[config.mk]
export PLATFORM = sky130hd
export DESIGN_NAME = emc_ctrl
export DESIGN_NICKNAME = d
export VERILOG_FILES = /design/src/verilog/emc_pkg.sv /design/src/verilog/emc_ctrl.sv /design/src/verilog/emc_crc8.sv /design/src/verilog/emc_timer.sv
export VERILOG_INCLUDE_DIRS = /design/src /design/src/verilog
export SDC_FILE = /design/constraint.sdc
export NUM_CORES = 1
export LEC_CHECK = 0
export BUFFER_PORTS_ARGS = -buffer_cell sky130_fd_sc_hd__buf_2
export CORE_MARGIN = 2
export CORE_UTILIZATION = 35
export DETAILED_ROUTE_END_ITERATION = 10
export MAX_ROUTING_LAYER = met4
export SYNTH_ARGS = -nofsm -noshare
export SYNTH_HDL_FRONTEND = slang
export SYNTH_SLANG_ARGS = --single-unit
[constraint.sdc]
create_clock -name mclk -period 9.15 [get_ports mclk]
set_input_delay 0.4575 -clock mclk [delete_from_list [all_inputs] [get_ports mclk]]
set_output_delay 0.4575 -clock mclk [all_outputs]
set_load 0.01 [all_outputs]
[src/verilog/emc_cfg.svh]
// offsets, field positions, reset values and timing counts of the nonvolatile control block
`ifndef EMC_CFG_SVH
`define EMC_CFG_SVH
// register offsets on the serial register map
`define EMC_OFS_CTL 8'h89
`define EMC_OFS_LCRC 8'h8a
`define EMC_OFS_ADRH 8'h8b
`define EMC_OFS_NVDAT 8'h8d
`define EMC_OFS_SRAM_DATA_PORT 8'h8e
`define EMC_OFS_ROMDAT 8'h8f
// control register field positions
`define EMC_BIT_COMMIT 6
`define EMC_BIT_CRCERR 5
`define EMC_BIT_AUTOCRC 4
`define EMC_BIT_LOAD 3
`define EMC_BIT_BUSY 2
`define EMC_BIT_PROG 0
// reset values, counter saturation limit
`define EMC_AUTOCRC_RST 1'b1
`define EMC_ADRH_RST 4'h0
`define EMC_LCRC_RST 8'h00
`define EMC_CNT_RST 8'h00
`define EMC_CNT_MAX 8'hff
// array size, checksum polynomial
`define EMC_NV_BYTES 128
`define EMC_CRC_POLY 8'h07
// erase/program time and clock rate
`define EMC_PROG_TIME_MS 230
`define EMC_CLK_KHZ 250000
`define EMC_PROG_CYCLES (`EMC_PROG_TIME_MS * `EMC_CLK_KHZ)
`endif

[src/verilog/emc_pkg.sv]
// types shared by the nonvolatile control block
package emc_pkg;
  // sequencer states
  typedef enum logic [2:0]
  {
    EMC_IDLE = 3'b000,
    EMC_LD_ADDR = 3'b001,
    EMC_LD_DATA = 3'b010,
    EMC_CM_ADDR = 3'b011,
    EMC_CM_DATA = 3'b100,
    EMC_PG_ADDR = 3'b101,
    EMC_PG_DATA = 3'b110,
    EMC_PG_WAIT = 3'b111
  } emc_state_e;
  typedef logic [7:0] emc_byte_t;
endpackage

[src/verilog/emc_ctrl.sv]
// nonvolatile control, load/commit/program sequencer and memory data port addressing
`timescale 1ns/1ns
`include "emc_cfg.svh"
module emc_ctrl
  import emc_pkg::*;
#(
  parameter int NV_BYTES = `EMC_NV_BYTES,
  parameter int PAGE_W = 2,
  parameter int PROG_CYCLES = `EMC_PROG_CYCLES
)
(
  input wire logic mclk,
  input wire logic rst,
  input wire logic [7:0] reg_addr, // register offset from the serial slave
  input wire logic reg_wr, // write strobe
  input wire logic [7:0] reg_wdata,
  input wire logic reg_rd, // read strobe
  output logic reg_rd_ready, // low while reads are refused
  output logic [7:0] reg_rdata,
  output logic reg_rd_valid, // read answer strobe
  input wire logic txn_end, // end of a serial transaction
  input wire logic unlock_armed, // previous transaction wrote the key
  input wire logic keep_aux_clock_after_lock, // aux clock running, async level
  input wire logic [7:0] mem_addr_low, // low address byte, neighbour register
  input wire logic [PAGE_W-1:0] sram_dest_page_select,
  output logic [8:0] cfg_idx, // live register index
  output logic cfg_we,
  output logic [7:0] cfg_wdata,
  input wire logic [7:0] cfg_rdata, // valid one cycle after cfg_idx
  output logic [8:0] nv_addr,
  output logic nv_rd,
  input wire logic [7:0] nv_rdata, // one cycle read latency
  output logic nv_we,
  output logic [7:0] nv_wdata,
  output logic [8:0] sram_addr,
  output logic sram_rd,
  output logic sram_we,
  output logic [7:0] sram_wdata,
  input wire logic [7:0] sram_rdata, // one cycle read latency
  output logic [11:0] rom_addr,
  input wire logic [7:0] rom_rdata, // one cycle read latency
  output logic [7:0] write_cycle_counter,
  output logic nv_write_in_progress,
  output logic loading
);
  localparam logic [8:0] LAST_IDX = 9'(NV_BYTES - 1);
  localparam logic [8:0] CRC_IDX = 9'(NV_BYTES - 1); // checksum byte is last
  localparam logic [8:0] CNT_IDX = 9'(NV_BYTES - 2); // counter byte before it

  // data port offsets share the address auto-advance
  function automatic logic is_data_port(input logic [7:0] a);
    return (a == `EMC_OFS_NVDAT) || (a == `EMC_OFS_SRAM_DATA_PORT) || (a == `EMC_OFS_ROMDAT);
  endfunction

  emc_state_e st_q, st_d; // sequencer state
  logic [8:0] idx_q, idx_d; // byte index of the running sequence
  logic [7:0] crc_q, crc_d; // running checksum
  logic [7:0] lcrc_q, lcrc_d; // live checksum register
  logic commit_q, commit_d; // copy trigger
  logic ld_q, ld_d; // load trigger
  logic boot_q, boot_d; // load owed after reset
  logic prog_q, prog_d; // program trigger
  logic auto_q, auto_d; // auto checksum enable
  logic fault_q, fault_d; // checksum fault flag
  logic [3:0] adrh_q, adrh_d; // address bits 11:8
  logic [11:0] ptr_q, ptr_d; // data port pointer
  logic [7:0] cnt_q, cnt_d; // write cycle counter
  logic rd_pend_q, rd_ok_q; // read accepted last cycle, memory was free for it
  logic [7:0] rd_addr_q; // offset of that read
  logic [7:0] rdata_q, rdata_d; // read answer register
  logic rd_valid_q; // read answer strobe register
  logic aux_s1_q, aux_s2_q; // aux clock synchroniser, first and second stage
  logic [7:0] crc_in_data, crc_next; // checksum step input and result
  logic [7:0] pg_byte, cnt_inc; // program byte, saturating counter plus one
  logic accept, eng_idle, quiet; // read taken, sequencer idle, no host access in flight
  logic tmr_start, tmr_done; // cycle timer handshake

  emc_crc8 #(.POLY(`EMC_CRC_POLY)) u_crc
  (
    .crc_in(crc_q),
    .data_in(crc_in_data),
    .crc_out(crc_next)
  );

  emc_timer #(.CYCLES(PROG_CYCLES)) u_tmr
  (
    .mclk(mclk),
    .rst(rst),
    .start(tmr_start),
    .done(tmr_done)
  );

  // helper terms; busy and loading are plain decodes of the state
  always_comb
  begin
    eng_idle = (st_q == EMC_IDLE);
    loading = (st_q == EMC_LD_ADDR) || (st_q == EMC_LD_DATA);
    nv_write_in_progress = (st_q == EMC_PG_ADDR) || (st_q == EMC_PG_DATA)
      || (st_q == EMC_PG_WAIT);
    reg_rd_ready = !loading;
    accept = reg_rd && !loading;
    quiet = !reg_rd && !reg_wr && !rd_pend_q;
    cnt_inc = (cnt_q == `EMC_CNT_MAX) ? cnt_q : cnt_q + 8'h1;
    // computed checksum replaces the last byte only when enabled
    if (idx_q == CRC_IDX && auto_q)
      pg_byte = crc_q;
    else if (idx_q == CNT_IDX)
      pg_byte = cnt_inc;
    else
      pg_byte = sram_rdata;
    crc_in_data = loading ? nv_rdata : pg_byte;
    tmr_start = (st_q == EMC_PG_DATA) && (idx_q == LAST_IDX);
  end

  // memory port steering; the sequencer owns the arrays while it runs
  always_comb
  begin
    cfg_idx = idx_q;
    cfg_we = (st_q == EMC_LD_DATA);
    cfg_wdata = nv_rdata;
    nv_rd = (st_q == EMC_LD_ADDR)
      || (accept && reg_addr == `EMC_OFS_NVDAT && eng_idle);
    nv_addr = eng_idle ? ptr_q[8:0] : idx_q;
    nv_we = (st_q == EMC_PG_DATA);
    nv_wdata = pg_byte;
    sram_rd = (st_q == EMC_PG_ADDR)
      || (accept && reg_addr == `EMC_OFS_SRAM_DATA_PORT && eng_idle);
    sram_we = (st_q == EMC_CM_DATA)
      || (reg_wr && reg_addr == `EMC_OFS_SRAM_DATA_PORT && eng_idle);
    if (st_q == EMC_CM_DATA)
      sram_addr = 9'(int'(sram_dest_page_select) * NV_BYTES) + idx_q;
    else if (!eng_idle)
      sram_addr = idx_q;
    else
      sram_addr = ptr_q[8:0];
    sram_wdata = (st_q == EMC_CM_DATA) ? cfg_rdata : reg_wdata;
    rom_addr = ptr_q;
    write_cycle_counter = cnt_q;
  end

  // sequencer and register next values; host writes come last so a set wins
  always_comb
  begin
    st_d = st_q;
    idx_d = idx_q;
    crc_d = crc_q;
    lcrc_d = lcrc_q;
    commit_d = commit_q;
    ld_d = ld_q;
    boot_d = boot_q;
    prog_d = prog_q;
    auto_d = auto_q;
    fault_d = fault_q;
    adrh_d = adrh_q;
    ptr_d = ptr_q;
    cnt_d = cnt_q;
    unique case (st_q)
      EMC_IDLE:
      begin
        // load first, then program, then copy; wait for a quiet host cycle
        if (quiet && (ld_q || boot_q) && aux_s2_q)
        begin
          st_d = EMC_LD_ADDR;
          idx_d = 9'h0;
          crc_d = 8'h00;
        end
        else if (quiet && prog_q)
        begin
          st_d = EMC_PG_ADDR;
          idx_d = 9'h0;
          crc_d = 8'h00;
        end
        else if (quiet && commit_q)
        begin
          st_d = EMC_CM_ADDR;
          idx_d = 9'h0;
        end
      end
      EMC_LD_ADDR:
        st_d = EMC_LD_DATA;
      EMC_LD_DATA:
      begin
        if (idx_q == CNT_IDX)
          cnt_d = nv_rdata; // counter retrieved with the load
        if (idx_q == CRC_IDX)
          fault_d = (crc_q != nv_rdata);
        else
          crc_d = crc_next;
        if (idx_q == LAST_IDX)
        begin
          st_d = EMC_IDLE;
          ld_d = 1'b0;
          boot_d = 1'b0;
          lcrc_d = crc_q;
        end
        else
        begin
          st_d = EMC_LD_ADDR;
          idx_d = idx_q + 9'h1;
        end
      end
      EMC_CM_ADDR:
        st_d = EMC_CM_DATA;
      EMC_CM_DATA:
      begin
        if (idx_q == LAST_IDX)
        begin
          st_d = EMC_IDLE;
          commit_d = 1'b0;
        end
        else
        begin
          st_d = EMC_CM_ADDR;
          idx_d = idx_q + 9'h1;
        end
      end
      EMC_PG_ADDR:
        st_d = EMC_PG_DATA;
      EMC_PG_DATA:
      begin
        if (idx_q != CRC_IDX)
          crc_d = crc_next;
        if (idx_q == LAST_IDX)
          st_d = EMC_PG_WAIT; // timer starts here
        else
        begin
          st_d = EMC_PG_ADDR;
          idx_d = idx_q + 9'h1;
        end
      end
      EMC_PG_WAIT:
      begin
        // the array stays busy until the cycle time is out
        if (tmr_done)
        begin
          st_d = EMC_IDLE;
          prog_d = 1'b0;
          cnt_d = cnt_inc;
        end
      end
    endcase
    // pointer reloads between transactions, advances on data port use
    if (txn_end)
      ptr_d = {adrh_q, mem_addr_low};
    if ((accept || reg_wr) && is_data_port(reg_addr))
      ptr_d = ptr_q + 12'h1;
    if (reg_wr && reg_addr == `EMC_OFS_CTL)
    begin
      auto_d = reg_wdata[`EMC_BIT_AUTOCRC];
      if (reg_wdata[`EMC_BIT_COMMIT])
        commit_d = 1'b1;
      if (reg_wdata[`EMC_BIT_LOAD])
        ld_d = 1'b1;
      // without the key the start is dropped, so the bit reads back zero
      if (reg_wdata[`EMC_BIT_PROG] && unlock_armed)
        prog_d = 1'b1;
    end
    if (reg_wr && reg_addr == `EMC_OFS_ADRH)
    begin
      adrh_d = reg_wdata[3:0];
      ptr_d = {reg_wdata[3:0], mem_addr_low};
    end
  end

  // read answer: offset latched at accept, data captured a cycle later
  always_comb
  begin
    rdata_d = 8'h00;
    unique case (rd_addr_q)
      `EMC_OFS_CTL:
        rdata_d = {1'b0, commit_q, fault_q, auto_q, ld_q || boot_q,
          nv_write_in_progress, 1'b0, prog_q};
      `EMC_OFS_LCRC:
        rdata_d = lcrc_q;
      `EMC_OFS_ADRH:
        rdata_d = {4'h0, adrh_q};
      `EMC_OFS_NVDAT:
        rdata_d = rd_ok_q ? nv_rdata : 8'h00;
      `EMC_OFS_SRAM_DATA_PORT:
        rdata_d = rd_ok_q ? sram_rdata : 8'h00;
      `EMC_OFS_ROMDAT:
        rdata_d = rom_rdata;
      default:
        rdata_d = 8'h00; // offsets outside this block read zero
    endcase
    if (!rd_pend_q)
      rdata_d = rdata_q; // hold the last answer
    reg_rdata = rdata_q;
    reg_rd_valid = rd_valid_q;
  end

  // state registers
  always_ff @(posedge mclk or posedge rst)
  begin
    if (rst)
    begin
      st_q <= EMC_IDLE;
      idx_q <= 9'h0;
      crc_q <= 8'h00;
      lcrc_q <= `EMC_LCRC_RST;
      commit_q <= 1'b0;
      ld_q <= 1'b0;
      boot_q <= 1'b1;
      prog_q <= 1'b0;
      auto_q <= `EMC_AUTOCRC_RST;
      fault_q <= 1'b0;
      adrh_q <= `EMC_ADRH_RST;
      ptr_q <= 12'h000;
      cnt_q <= `EMC_CNT_RST;
      rd_pend_q <= 1'b0;
      rd_addr_q <= 8'h00;
      rd_ok_q <= 1'b0;
      rdata_q <= 8'h00;
      rd_valid_q <= 1'b0;
      aux_s1_q <= 1'b0;
      aux_s2_q <= 1'b0;
    end
    else
    begin
      st_q <= st_d;
      idx_q <= idx_d;
      crc_q <= crc_d;
      lcrc_q <= lcrc_d;
      commit_q <= commit_d;
      ld_q <= ld_d;
      boot_q <= boot_d;
      prog_q <= prog_d;
      auto_q <= auto_d;
      fault_q <= fault_d;
      adrh_q <= adrh_d;
      ptr_q <= ptr_d;
      cnt_q <= cnt_d;
      rd_pend_q <= accept;
      rd_addr_q <= accept ? reg_addr : rd_addr_q;
      rd_ok_q <= eng_idle;
      rdata_q <= rdata_d;
      rd_valid_q <= rd_pend_q;
      aux_s1_q <= keep_aux_clock_after_lock;
      aux_s2_q <= aux_s1_q;
    end
  end
endmodule

[src/verilog/emc_crc8.sv]
// one byte step of the configuration checksum
`timescale 1ns/1ns
`include "emc_cfg.svh"
module emc_crc8
  import emc_pkg::*;
#(
  parameter logic [7:0] POLY = `EMC_CRC_POLY
)
(
  input wire logic [7:0] crc_in,
  input wire logic [7:0] data_in,
  output logic [7:0] crc_out
);
  // msb-first shift, one bit per loop pass
  always_comb
  begin
    logic [7:0] c;
    c = crc_in ^ data_in;
    for (int i = 0; i < 8; i++)
    begin
      c = c[7] ? ((c << 1) ^ POLY) : (c << 1);
    end
    crc_out = c;
  end
endmodule

[src/verilog/emc_timer.sv]
// one-shot down counter timing the erase/program cycle
`timescale 1ns/1ns
`include "emc_cfg.svh"
module emc_timer
  import emc_pkg::*;
#(
  parameter int CYCLES = `EMC_PROG_CYCLES
)
(
  input wire logic mclk,
  input wire logic rst,
  input wire logic start,
  output logic done
);
  logic [31:0] cnt_q; // cycles left
  logic [31:0] cnt_d;
  logic run_q; // counting
  logic run_d;
  // next count; start restarts, last cycle pulses done
  always_comb
  begin
    cnt_d = cnt_q;
    run_d = run_q;
    done = 1'b0;
    if (start)
    begin
      cnt_d = 32'(CYCLES - 1);
      run_d = 1'b1;
    end
    else if (run_q)
    begin
      if (cnt_q == 32'h0)
      begin
        run_d = 1'b0;
        done = 1'b1;
      end
      else
      begin
        cnt_d = cnt_q - 32'h1;
      end
    end
  end
  // registers only
  always_ff @(posedge mclk or posedge rst)
  begin
    if (rst)
    begin
      cnt_q <= 32'h0;
      run_q <= 1'b0;
    end
    else
    begin
      cnt_q <= cnt_d;
      run_q <= run_d;
    end
  end
endmodule

* After elaboration in Yosys (flattened, before gate mapping)
Index checks and enable logic that the tools add are counted.
Word-level totals: word-level logic and storage cells 177, bits of input ports 65, output and inout port bits 88, bits in registers 112
Cells by class: muxes and demuxes 63, eq/ne operators 31, $add $sub $neg 5, bitwise operators 9, reduce and logical (&&, ||, !) cells 47
Operator list (number):
- 8-bit two-way mux | 13
- 8-bit equality test, second input constant | 12
- 32-bit two-way mux | 3
- 9-bit two-way mux | 6
- 8-bit case mux with 6 select lines | 1
- 12-bit two-way mux | 3
- 3-bit two-way mux | 12
- 32-bit zero test | 1
- 32-bit by 1-bit subtractor with 32-bit output, second input constant | 1
- 3-bit inverter | 8
- 3-bit case mux with 8 select lines | 1
- 8-bit case mux with 3 select lines | 1
- 1-bit logical AND | 19
- 1-bit two-way mux | 19
- 9-bit by 7-bit equality test with 1-bit output, second input constant | 2
- 9-bit case mux with 2 select lines | 1
- 8-bit case mux with 2 select lines | 1
- 12-bit by 1-bit adder with 12-bit output, second input constant | 1
- 3-bit equality test, second input constant | 4
- 1-bit logical OR | 10
- 9-bit by 1-bit adder with 9-bit output, second input constant | 1
- 9-bit adder | 1
- 9-bit by 7-bit != test with 1-bit output, second input constant | 1
- 8-bit by 1-bit adder with 8-bit output, second input constant | 1
- 17 further kinds | 32

* Logic depth before layout (Yosys ltp)
Gate-level depths: netlist (run 1).
depth in word-level cells 24, mapped depth 10

* By module
A second synthesis (run 1) with hierarchy kept.
Unflattened totals: cell total of the unflattened synthesis 769, area total of the unflattened synthesis 7148.1 µm²
Modules (own cells, without submodules):
- emc_ctrl | seq. area each 1979.4 µm², area each 5158.7 µm², times used 1, cells an instance 562
- emc_timer | seq. area each 825.8 µm², area each 1776.7 µm², times used 1, cells an instance 187
- emc_crc8 | seq. area each 0.0 µm², area each 212.7 µm², times used 1, cells an instance 20

* Worst setup path after synthesis (run 1)
OpenSTA, ideal clock, no wires.
path kind reg2reg, start point register u_tmr.cnt_q[20], end point register u_tmr.cnt_q[19], arrival 2.649 ns, cell stages (with the launch flop) 11, library setup time 0.130 ns, period minus slack after synthesis 2.778 ns, slack 6.372 ns, cells stage by stage dfrtp_1 -> or4_4 -> or4_4 -> or3_1 -> buf_2 -> o31a_1 -> buf_6 -> nand2_8 -> or4_1 -> xor2_1 -> nand2_1
Between the ends: cells in the longest elaborated chain, start to end 3
RTL lines:
- from (decl) | line emc_timer.sv:15 | logic [31:0] cnt_q;
- from (signal assigned) | line emc_timer.sv:53 | cnt_q <= cnt_d;
- 32-bit zero test | line emc_timer.sv:32 | if (cnt_q == 32'h0)
- 2-bit != test (no source line)
- 2-bit AND reduction (no source line)
Every way passes these cells. A chain may end at the register's enable or synchronous reset.

* Worst setup path in the final report (run 1)
start point register st_q[0], end point register crc_q[0]
Between the ends: cells in the longest elaborated chain, start to end 11, elaborated cells on any way between the ends 20
RTL lines:
- from (decl) | line emc_ctrl.sv:55 | emc_state_e st_q, st_d;
- from (signal assigned) | line emc_ctrl.sv:320 | st_q <= st_d;
- 3-bit by 1-bit equality test with 1-bit output or 3-bit by 2-bit equality test with 1-bit output (tied branches) | line emc_ctrl.sv:97, emc_ctrl.sv:157
- 1-bit logical OR | line emc_ctrl.sv:97 | loading = (st_q == EMC_LD_ADDR) || (st_q == EMC_LD_DATA);
- 8-bit two-way mux | line emc_ctrl.sv:111 | crc_in_data = loading ? nv_rdata : pg_byte;
- 8-bit XOR | line emc_crc8.sv:18 | c = crc_in ^ data_in;
- 3-bit inverter (no source line)
- 3-bit two-way mux | line emc_crc8.sv:21 | c = c[7] ? ((c << 1) ^ POLY) : (c << 1);
- 3-bit inverter (no source line)
- 3-bit two-way mux (2 in a row) | line emc_crc8.sv:21
- 8-bit two-way mux, on equally long branches | line emc_ctrl.sv:221, emc_ctrl.sv:185
- 8-bit case mux with 3 select lines | line emc_ctrl.sv:157 | unique case (st_q)
- to (signal assigned) | line emc_ctrl.sv:322 | crc_q <= crc_d;
- to (decl) | line emc_ctrl.sv:57 | logic [7:0] crc_q, crc_d;
Several ways; a longest one is shown, not always the timed one. The select of a mux whose other input is x is not followed.

==> impl_metrics.toml, run 1 <==
[sta]
tightest_slew_ns = 1.217
final_max_slew_viol_count = 0
period_share = 0.3769
report.final.setup_viol = 0
hold_viol = 0
rsz0062_at_grt = "false"
finalWorstSetupSlack_ns = 5.701
hold-worst-slack_ns = 0.1883
max_slew_margin = 0.1868
skew_ns = 0.01495
tns_ns = 0
post-route-min-period_ns = 3.449
fmax_mhz = 290.0

[clock_tree]
clk_latency_ns = 0.37
cts_tree = "yes"
hold_buffers = 0
clockBufferDepth = 2
cts-resized-gates = 0
cts_root_buf = "clkbuf_16"
cts_made_buffers = 9
clk_pin_slew_ns = 0.08
htree_levels = 3
postCtsSetupBuffers = 0
cts.sinks = 112

[logic_synthesis]
synth_top_area_cell = "dfrtp_1"
synth_fp_nets = 854
ys.flop_type = "dfrtp_1"
post-synth-top-count-cell = "dfrtp_1"
synth_cells = 782
ys_ff_latch = 112
yosys_warnings = 0
async_reset_ff_frac = 1.000
yosysTopAreaCellShare = 0.3887
synth_edf_count = 0
synth.avg_cell_area_um2 = 9.056
synth_common_cells = "dfrtp_1 (110), nor2_1 (84), a21oi_1 (60), nand2_1 (55), o21ai_0 (52)"
synth_area_leaders = "dfrtp_1 (39%), mux2_2 (7.2%), xnor2_1 (4.7%)"
synth_area_um2 = 7082
synth-seq-area-share = 0.3961
yosys.cell_types.count = 79

[cells_and_area]
stdcell_count = 1180
design_area_um2 = 8320
seqCellArea_um2 = 2805
multi_input_area_um2 = 4008
final_nets = 977
final_core_util = 0.4152
syn_to_final_growth_pct = 17.49
num-fill-cells = 2054
antennaDiodeCount = 0
drive_above_1_share = 0.2769

[placement]
placed_area_um2 = 8015
dp_slack_ns = 5.849
place_hpwl_um = 15400
place_inst = 1164
portBuffers = 152
place_congestion = 0.9382

[route]
vias_per_cell = 5.448
wire_per_inst_um = 17.58
wirelength_um = 20750
drcViolationCount = 0
drtAntennaViolNets = 0
drt-initial-drc-count = 523
dr.pass1.iters = 7
vias = 6429

[die]
dieArea_um2 = 21390
rows = 52
start_util = 0.3534
io_pins = 153
die_w_um = 146.2
core_area_um2 = 20040
die_h_um = 146.2

[power]
irDropWorstVdd_v = 0.0001036
p_per_area_nw_per_um2 = 197.2
finalPower_mw = 1.641
leakagePower_nw = 3.821

[global_routing]
antenna_found_initial = 0
grt_pass1_wl_um = 33620
grt_usage = 0.2022
overflow = 0
grt_pass1_vias = 6102
grt_max_degree = 63

[worst_setup_path]
critical_path_class = "flip-flop to flip-flop"
crit_arrival_ns = 3.71
crit_path_end_kind = "flip-flop"
cp.required_ns = 9.41
crit_path_start_kind = "flip-flop"
critPathMaxFanout = 14

[status]
status = "complete, no violations"

[job]
cap_violations = 0

[min_path]
hp-class = "input port to async pin"
## layout make-up
class / instances / area share
inverter: 21 / 0.009774
timing repair buffer: 155 / 0.09414
clock buffer: 9 / 0.02707
tap: 270 / 0.04060
multi-input combinational: 606 / 0.4817
clock inverter: 7 / 0.009624
sequential: 112 / 0.3371
## per-layer routing
metal / track usage / up-vias / wire [µm]
met5: - / - / 0
met4: 0.05631 / 0 / 269
met3: 0.03656 / 13 / 1303
met2: 0.3071 / 211 / 9536
met1: 0.2785 / 3099 / 9638
li1: - / 3106 / -
## cells in the final DEF, fill, tap and decap left out, types with 9 or more instances in the layout
cell type  synthesis  final
a22o_1            18     18
nand3_1           25     25
o22ai_1           13     13
nor3_1            24     23
clkbuf_16          0      9
inv_1             20     19
a31oi_1            9      9
nor2_1            84     84
nand2_1           55     55
buf_2              1    152
o21ai_0           52     52
mux2_2            45     45
dfrtp_1          110    110
a21oi_1           60     60
xnor2_1           38     38
nand4_1            9      9
xor2_1            13     13
and3_1            12     12
## worst max-delay path: stages (launching register included)
cell	delay [ns]
dfrtp_1	0.60
nand2b_1	0.24
a21o_1	0.41
clkinv_1	0.39
a21oi_1	0.53
o21ai_0	0.22
a22oi_2	0.29
xor2_1	0.35
xor2_1	0.12
a22o_1	0.19
## state kept, by name (all words and copies together), names as in the netlist, 3 cells and up
register             cells
u_tmr.cnt_q             32
rom_addr                12
cfg_idx                  9
crc_q                    8
lcrc_q                   8
rd_addr_q                8
reg_rdata                8
write_cycle_counter      8
adrh_q                   4
st_q                     3
## cell families (layout without fill, tap and decap cells)
kind of cell             after synthesis  in the layout  synth area share
flip-flops                           112            112            0.3961
AND/OR/NAND/NOR                      295            295            0.2269
multiplexers                          48             48           0.07580
buffers and inverters                 64            192           0.03940
XOR/XNOR                              51             51           0.06307
AO/OA/AOI/OAI                        205            205            0.1864
adder cells (fa/ha/maj)                7              7           0.01237
## path summary, 6_finish.rpt
kind	from	depth (start not counted)	to	slack [ns]
max	st_q[0]$_DFFE_PP0P_	9	crc_q[0]$_DFFE_PP0P_	5.70
min	rst	2	rom_addr[11]$_DFFE_PP0P_	0.19
max reg2reg	st_q[0]$_DFFE_PP0P_	9	crc_q[0]$_DFFE_PP0P_	5.70
min reg2reg	aux_s1_q$_DFF_PP0_	0	aux_s2_q$_DFF_PP0_	0.36
max in group asynchronous	rst	3	crc_q[5]$_DFFE_PP0P_	7.72
min in group mclk	keep_aux_clock_after_lock	1	aux_s1_q$_DFF_PP0_	0.19
## power breakdown
| group | switching (mW) | leakage, nW | total (mW) | internal, mW |
|---|---|---|---|---|
| sequential | 0.109 | 1.42 | 0.657 | 0.547 |
| combinational | 0.314 | 2.26 | 0.578 | 0.264 |
| clock | 0.209 | 0.146 | 0.406 | 0.196 |
(Power assumes the default switching activity.)
==> run 2: changes to the inputs <==
==> constraint.sdc (replaced) <==
create_clock -name mclk -period 3.2 [get_ports mclk]
set_input_delay 0.16 -clock mclk [delete_from_list [all_inputs] [get_ports mclk]]
set_output_delay 0.16 -clock mclk [all_outputs]
set_load 0.01 [all_outputs]
==> impl_metrics.toml, run 2 (synthesis gave the netlist of run 1 again) <==
[worst_setup_path]
cp_cell_sequence = "or4_4 -> nor4_1 -> or4b_1 -> o31a_1 -> nand3_2 -> nor3_1 -> xnor2_1 -> nor2_1"
critical_path_class = "flip-flop to flip-flop"
slowest_stage = "or4b_1"
worst-r2r-cell-count = 8
critPathMaxFanout = 8
cp_num_cells = 8
crit_arrival_ns = 3.25
path_delay_family = "simple AND/OR/NAND/NOR gates"
crit_path_end_kind = "flip-flop"
cp_num_buf_inv = 0
crit_path_start_kind = "flip-flop"
cpPeakStageDelay_ns = 0.57
cp.required_ns = 3.44

[cells_and_area]
final_nets = 1008
drive_above_1_share = 0.2986
final_cell_mix = "buf_2 (152), dfrtp_1 (110), nor2_1 (84)"
antennaDiodeCount = 0
largest-register = "u_tmr.cnt_q"
largest_reg_flops = 32
final_core_util = 0.4289
syn_to_final_growth_pct = 21.36
mostFrequentLayoutCell = "buf_2"
num-fill-cells = 2050

[route]
drcViolationCount = 0
vias = 6539
drt-initial-drc-count = 420
drtAntennaViolNets = 0
vias_per_cell = 5.400
wirelength_um = 20590
dr.pass1.iters = 5
wire_per_inst_um = 17.00

[sta]
finalWorstSetupSlack_ns = 0.1902
hold-worst-slack_ns = 0.04216
hold_viol = 0
period_share = 0.9406
rsz0062_at_grt = "false"
fmax_mhz = 332.2
report.final.setup_viol = 0
final_max_slew_viol_count = 0
tightest_slew_ns = 0.7692
post-route-min-period_ns = 3.010
tns_ns = 0
skew_ns = 0.01241
max_slew_margin = 0.4825

[clock_tree]
clockBufferDepth = 2
cts_root_buf = "clkbuf_16"
htree_levels = 3
postCtsSetupBuffers = 0
clk_pin_slew_ns = 0.08
clk_latency_ns = 0.36
cts_made_buffers = 9
cts.sinks = 112
cts_tree = "yes"

[global_routing]
grt_max_degree = 63
antenna_found_initial = 0
overflow = 0
grt_pass1_wl_um = 33100
grt_usage = 0.1974
grt_pass1_vias = 6150

[min_path]
hp-class = "input port to flip-flop"
hold_depth = 3

[power]
p_per_area_nw_per_um2 = 566.0
leakagePower_nw = 3.991
irDropWorstVdd_v = 0.0003091
finalPower_mw = 4.864

[die]
rows = 52
dieArea_um2 = 21390
io_pins = 153
core_area_um2 = 20040
die_h_um = 146.2
die_w_um = 146.2
start_util = 0.3534

[placement]
dp_slack_ns = 0.1729
portBuffers = 152
place_hpwl_um = 15360
place_congestion = 0.9086

[status]
status = "complete, no violations"

[job]
cap_violations = 0
-- run 2: timing repair --
item	4_1_cts	5_1_grt
gates resized for setup	0	0
hold endpoints to repair	51	0
endpoints found under the setup margin	0	0
hold buffers	2	0
-- run 2: final timing paths --
kind	startpoint	endpoint	slack (ns)
max	u_tmr.cnt_q[13]$_DFFE_PP0P_	u_tmr.cnt_q[12]$_DFFE_PP0P_	0.19
min in group asynchronous	rst	cfg_idx[0]$_DFFE_PP0P_	0.46
max reg2reg	u_tmr.cnt_q[13]$_DFFE_PP0P_	u_tmr.cnt_q[12]$_DFFE_PP0P_	0.19
max in group asynchronous	rst	auto_q$_DFFE_PP1P_	1.93
min reg2reg	aux_s1_q$_DFF_PP0_	aux_s2_q$_DFF_PP0_	0.37
min	mem_addr_low[1]	rom_addr[1]$_DFFE_PP0P_	0.04
-- run 2: through the flow --
stage	area [µm²]	std cells
after floorplan	7082	782
after global placement	8245	1193
after detailed placement	8245	1193
after CTS	8594	1211
after global routing	8594	1211
final	8594	1211
-- run 2: worst register-to-register path, cell delays in order, from the launching register on --
cell and delay [ns]:
dfrtp_1 0.40, or4_4 0.56, nor4_1 0.36, or4b_1 0.57
o31a_1 0.51, nand3_2 0.21, nor3_1 0.07, xnor2_1 0.17
nor2_1 0.06
-- run 2: cell type report --
cell class / instances / area (µm²) / share of cell area
Clock inverter: 6 / 90.09 / 0.01048
Multi-Input combinational cell: 606 / 4008 / 0.4663
Inverter: 21 / 81.33 / 0.009463
Sequential cell: 112 / 2805 / 0.3264
Tap cell: 270 / 337.8 / 0.03931
Timing Repair Buffer: 186 / 1033 / 0.1203
Clock buffer: 10 / 239.0 / 0.02781
-- run 2: where the power goes --
group,leakage [nW],internal [mW],switching [mW]
registers,1.42,1.57,0.248
clock network,0.159,0.711,0.534
logic,2.41,0.826,0.978
total,3.99,3.10,1.76
-- run 2: routing by layer --
metal / vias up / share of wire / GRT usage
met4: 0 / 0.010 / 0.03981
met5: - / 0 / -
met1: 3120 / 0.48 / 0.2820
met2: 218 / 0.45 / 0.2969
met3: 16 / 0.058 / 0.03375
li1: 3185 / - / -
==> run 3: changes to the inputs <==
--- a/config.mk
+++ b/config.mk
@@ -11,6 +11,7 @@
 export CORE_UTILIZATION = 35
 export DETAILED_ROUTE_END_ITERATION = 10
 export MAX_ROUTING_LAYER = met4
+export PLACE_DENSITY = 0.59
 export SYNTH_ARGS = -nofsm -noshare
 export SYNTH_HDL_FRONTEND = slang
 export SYNTH_SLANG_ARGS = --single-unit
==> impl_metrics.toml, run 3 (synthesis gave the netlist of run 1 again) <==
[cells_and_area]
stdcell_count = 1211
seqCellArea_um2 = 2805
mostFrequentLayoutCell = "buf_2"
antennaDiodeCount = 0
num-fill-cells = 2058
final_nets = 1008
final_cell_mix = "buf_2 (152), dfrtp_1 (110), nor2_1 (84)"
multi_input_area_um2 = 4020
largest-register = "u_tmr.cnt_q"
drive_above_1_share = 0.3007
syn_to_final_growth_pct = 21.43
largest_reg_flops = 32

[worst_setup_path]
critPathMaxFanout = 8
r2r-end = "u_tmr.cnt_q[16]$_DFFE_PP0P_"
crit_path_start_kind = "flip-flop"
crit_arrival_ns = 3.24
crit_path_end_kind = "flip-flop"
rrSetupSlack_ns = 0.18
worstReg2RegStart = "u_tmr.cnt_q[20]$_DFFE_PP0P_"
worst-r2r-cell-count = 8
cp.required_ns = 3.42
critical_path_class = "flip-flop to flip-flop"

[sta]
tightest_slew_ns = 0.7017
final_max_slew_viol_count = 0
fmax_mhz = 331.6
max_slew_margin = 0.5279
tns_ns = 0
hold_viol = 0
period_share = 0.9423
hold-worst-slack_ns = 0.04237
post-route-min-period_ns = 3.015
report.final.setup_viol = 0
skew_ns = 0.01418

[die]
rows = 52
io_pins = 153
core_area_um2 = 20040
die_h_um = 146.2
start_util = 0.3534
dieArea_um2 = 21390
die_w_um = 146.2

[global_routing]
grt_pass1_vias = 6112
antenna_found_initial = 0
grt_pass1_wl_um = 33660
overflow = 0
grt_max_degree = 60
grt_usage = 0.2022

[clock_tree]
clk_latency_ns = 0.36
cts_root_buf = "clkbuf_16"
clk_pin_slew_ns = 0.09
cts_made_buffers = 9
cts.sinks = 112
cts_tree = "yes"
htree_levels = 3
postCtsSetupBuffers = 0
clockBufferDepth = 2

[power]
p_seq_frac = 0.368
comb_power_share = 0.380
p_int_mw = 3.025
swShare = 0.3778
irDropWorstVdd_v = 0.0003465
p_per_area_nw_per_um2 = 565.4
switchingPower_mw = 1.837
leakagePower_nw = 3.991
clockPowerShare = 0.252

[placement]
place_inst = 1193
place_hpwl_um = 15590
portBuffers = 152
place_congestion = 0.9407

[min_path]
hold_depth = 3
hp-class = "input port to flip-flop"
whs_endpoint = "rom_addr[1]$_DFFE_PP0P_"
hold_path.startpoint = "mem_addr_low[1]"

[route]
wire_per_inst_um = 17.24
drt-initial-drc-count = 434
drcViolationCount = 0
wirelength_um = 20880
drtAntennaViolNets = 0
dr.pass1.iters = 5
vias_per_cell = 5.424
vias = 6569

[job]
cap_violations = 0

[status]
status = "complete, no violations"
[run 3: changes by cell type in the layout (fill, tap and decap cells not counted)]
cell,before,now
nor4b_2,2,3
inv_8,0,3
bufinv_16,2,1
clkinv_8,0,1
clkbuf_8,1,0
nor4b_1,2,1
inv_6,1,0
nor4_1,8,7
clkinv_2,1,0
nor4_2,0,1
[run 3: repair_timing]
action / in CTS / in global routing
setup endpoints to repair: 0 / 3
resized for setup: 0 / 2
hold buffers: 2 / 0
hold endpoints to repair: 54 / 0
[run 3: how the worst max path moves through the flow]
stage	depth (start not counted)	start	to	slack [ns]
after floorplan	1	rst	adrh_q[0]$_DFFE_PP0P_	0.08
after detailed placement	8	u_tmr.cnt_q[13]$_DFFE_PP0P_	u_tmr.cnt_q[16]$_DFFE_PP0P_	0.19
after global routing	8	u_tmr.cnt_q[20]$_DFFE_PP0P_	u_tmr.cnt_q[16]$_DFFE_PP0P_	-0.01
final	8	u_tmr.cnt_q[20]$_DFFE_PP0P_	u_tmr.cnt_q[16]$_DFFE_PP0P_	0.18
after global placement	8	u_tmr.cnt_q[2]$_DFFE_PP0P_	u_tmr.cnt_q[16]$_DFFE_PP0P_	0.22
after CTS	8	u_tmr.cnt_q[2]$_DFFE_PP0P_	u_tmr.cnt_q[19]$_DFFE_PP0P_	0.17
[run 3: final cells by class]
class	count	share of cell area
tap	270	0.03928
inverter	21	0.009457
multi-input combinational	606	0.4675
clock inverter	7	0.01120
timing repair buffer	186	0.1202
clock buffer	9	0.02619
sequential	112	0.3262
[run 3: critical path, cell delays in order (launching register included)]
cell and delay (ns):
dfrtp_1 0.44, or4_4 0.59, or4_4 0.46, or3_1 0.42, o31a_1 0.48, nand3_2 0.21, nor4_1 0.08, xnor2_1 0.14
nand2_1 0.06
[run 3: routing by layer]
metal	global-route usage	share of wire
met5	-	0
met4	0.05437	0.015
met3	0.03813	0.062
met2	0.2936	0.45
met1	0.2894	0.47
[run 3: through the flow]
step           total power, mW  setup WS [ns]  utilization  area [µm²]
5_1_grt                  5.158       -0.01300       0.4291        8600
6_report                 4.862         0.1847       0.4291        8600
3_5_place_dp             3.640         0.1890       0.4115        8245
3_3_place_gp             3.632         0.2203       0.4115        8245
4_1_cts                  4.879         0.1719       0.4285        8587
2_1_floorplan            3.024        0.08430            -        7082
[run 3: power by group through the flow]
| stage | Combinational [mW] | Sequential, mW | Clock, mW |
|---|---|---|---|
| 2_1_floorplan | 1.28 | 1.75 | 0 |
| 3_3_place_gp | 1.82 | 1.81 | 0 |
| 3_5_place_dp | 1.83 | 1.81 | 0 |
| 4_1_cts | 1.84 | 1.79 | 1.25 |
| 5_1_grt | 2.02 | 1.82 | 1.32 |
| 6_report | 1.85 | 1.79 | 1.22 |
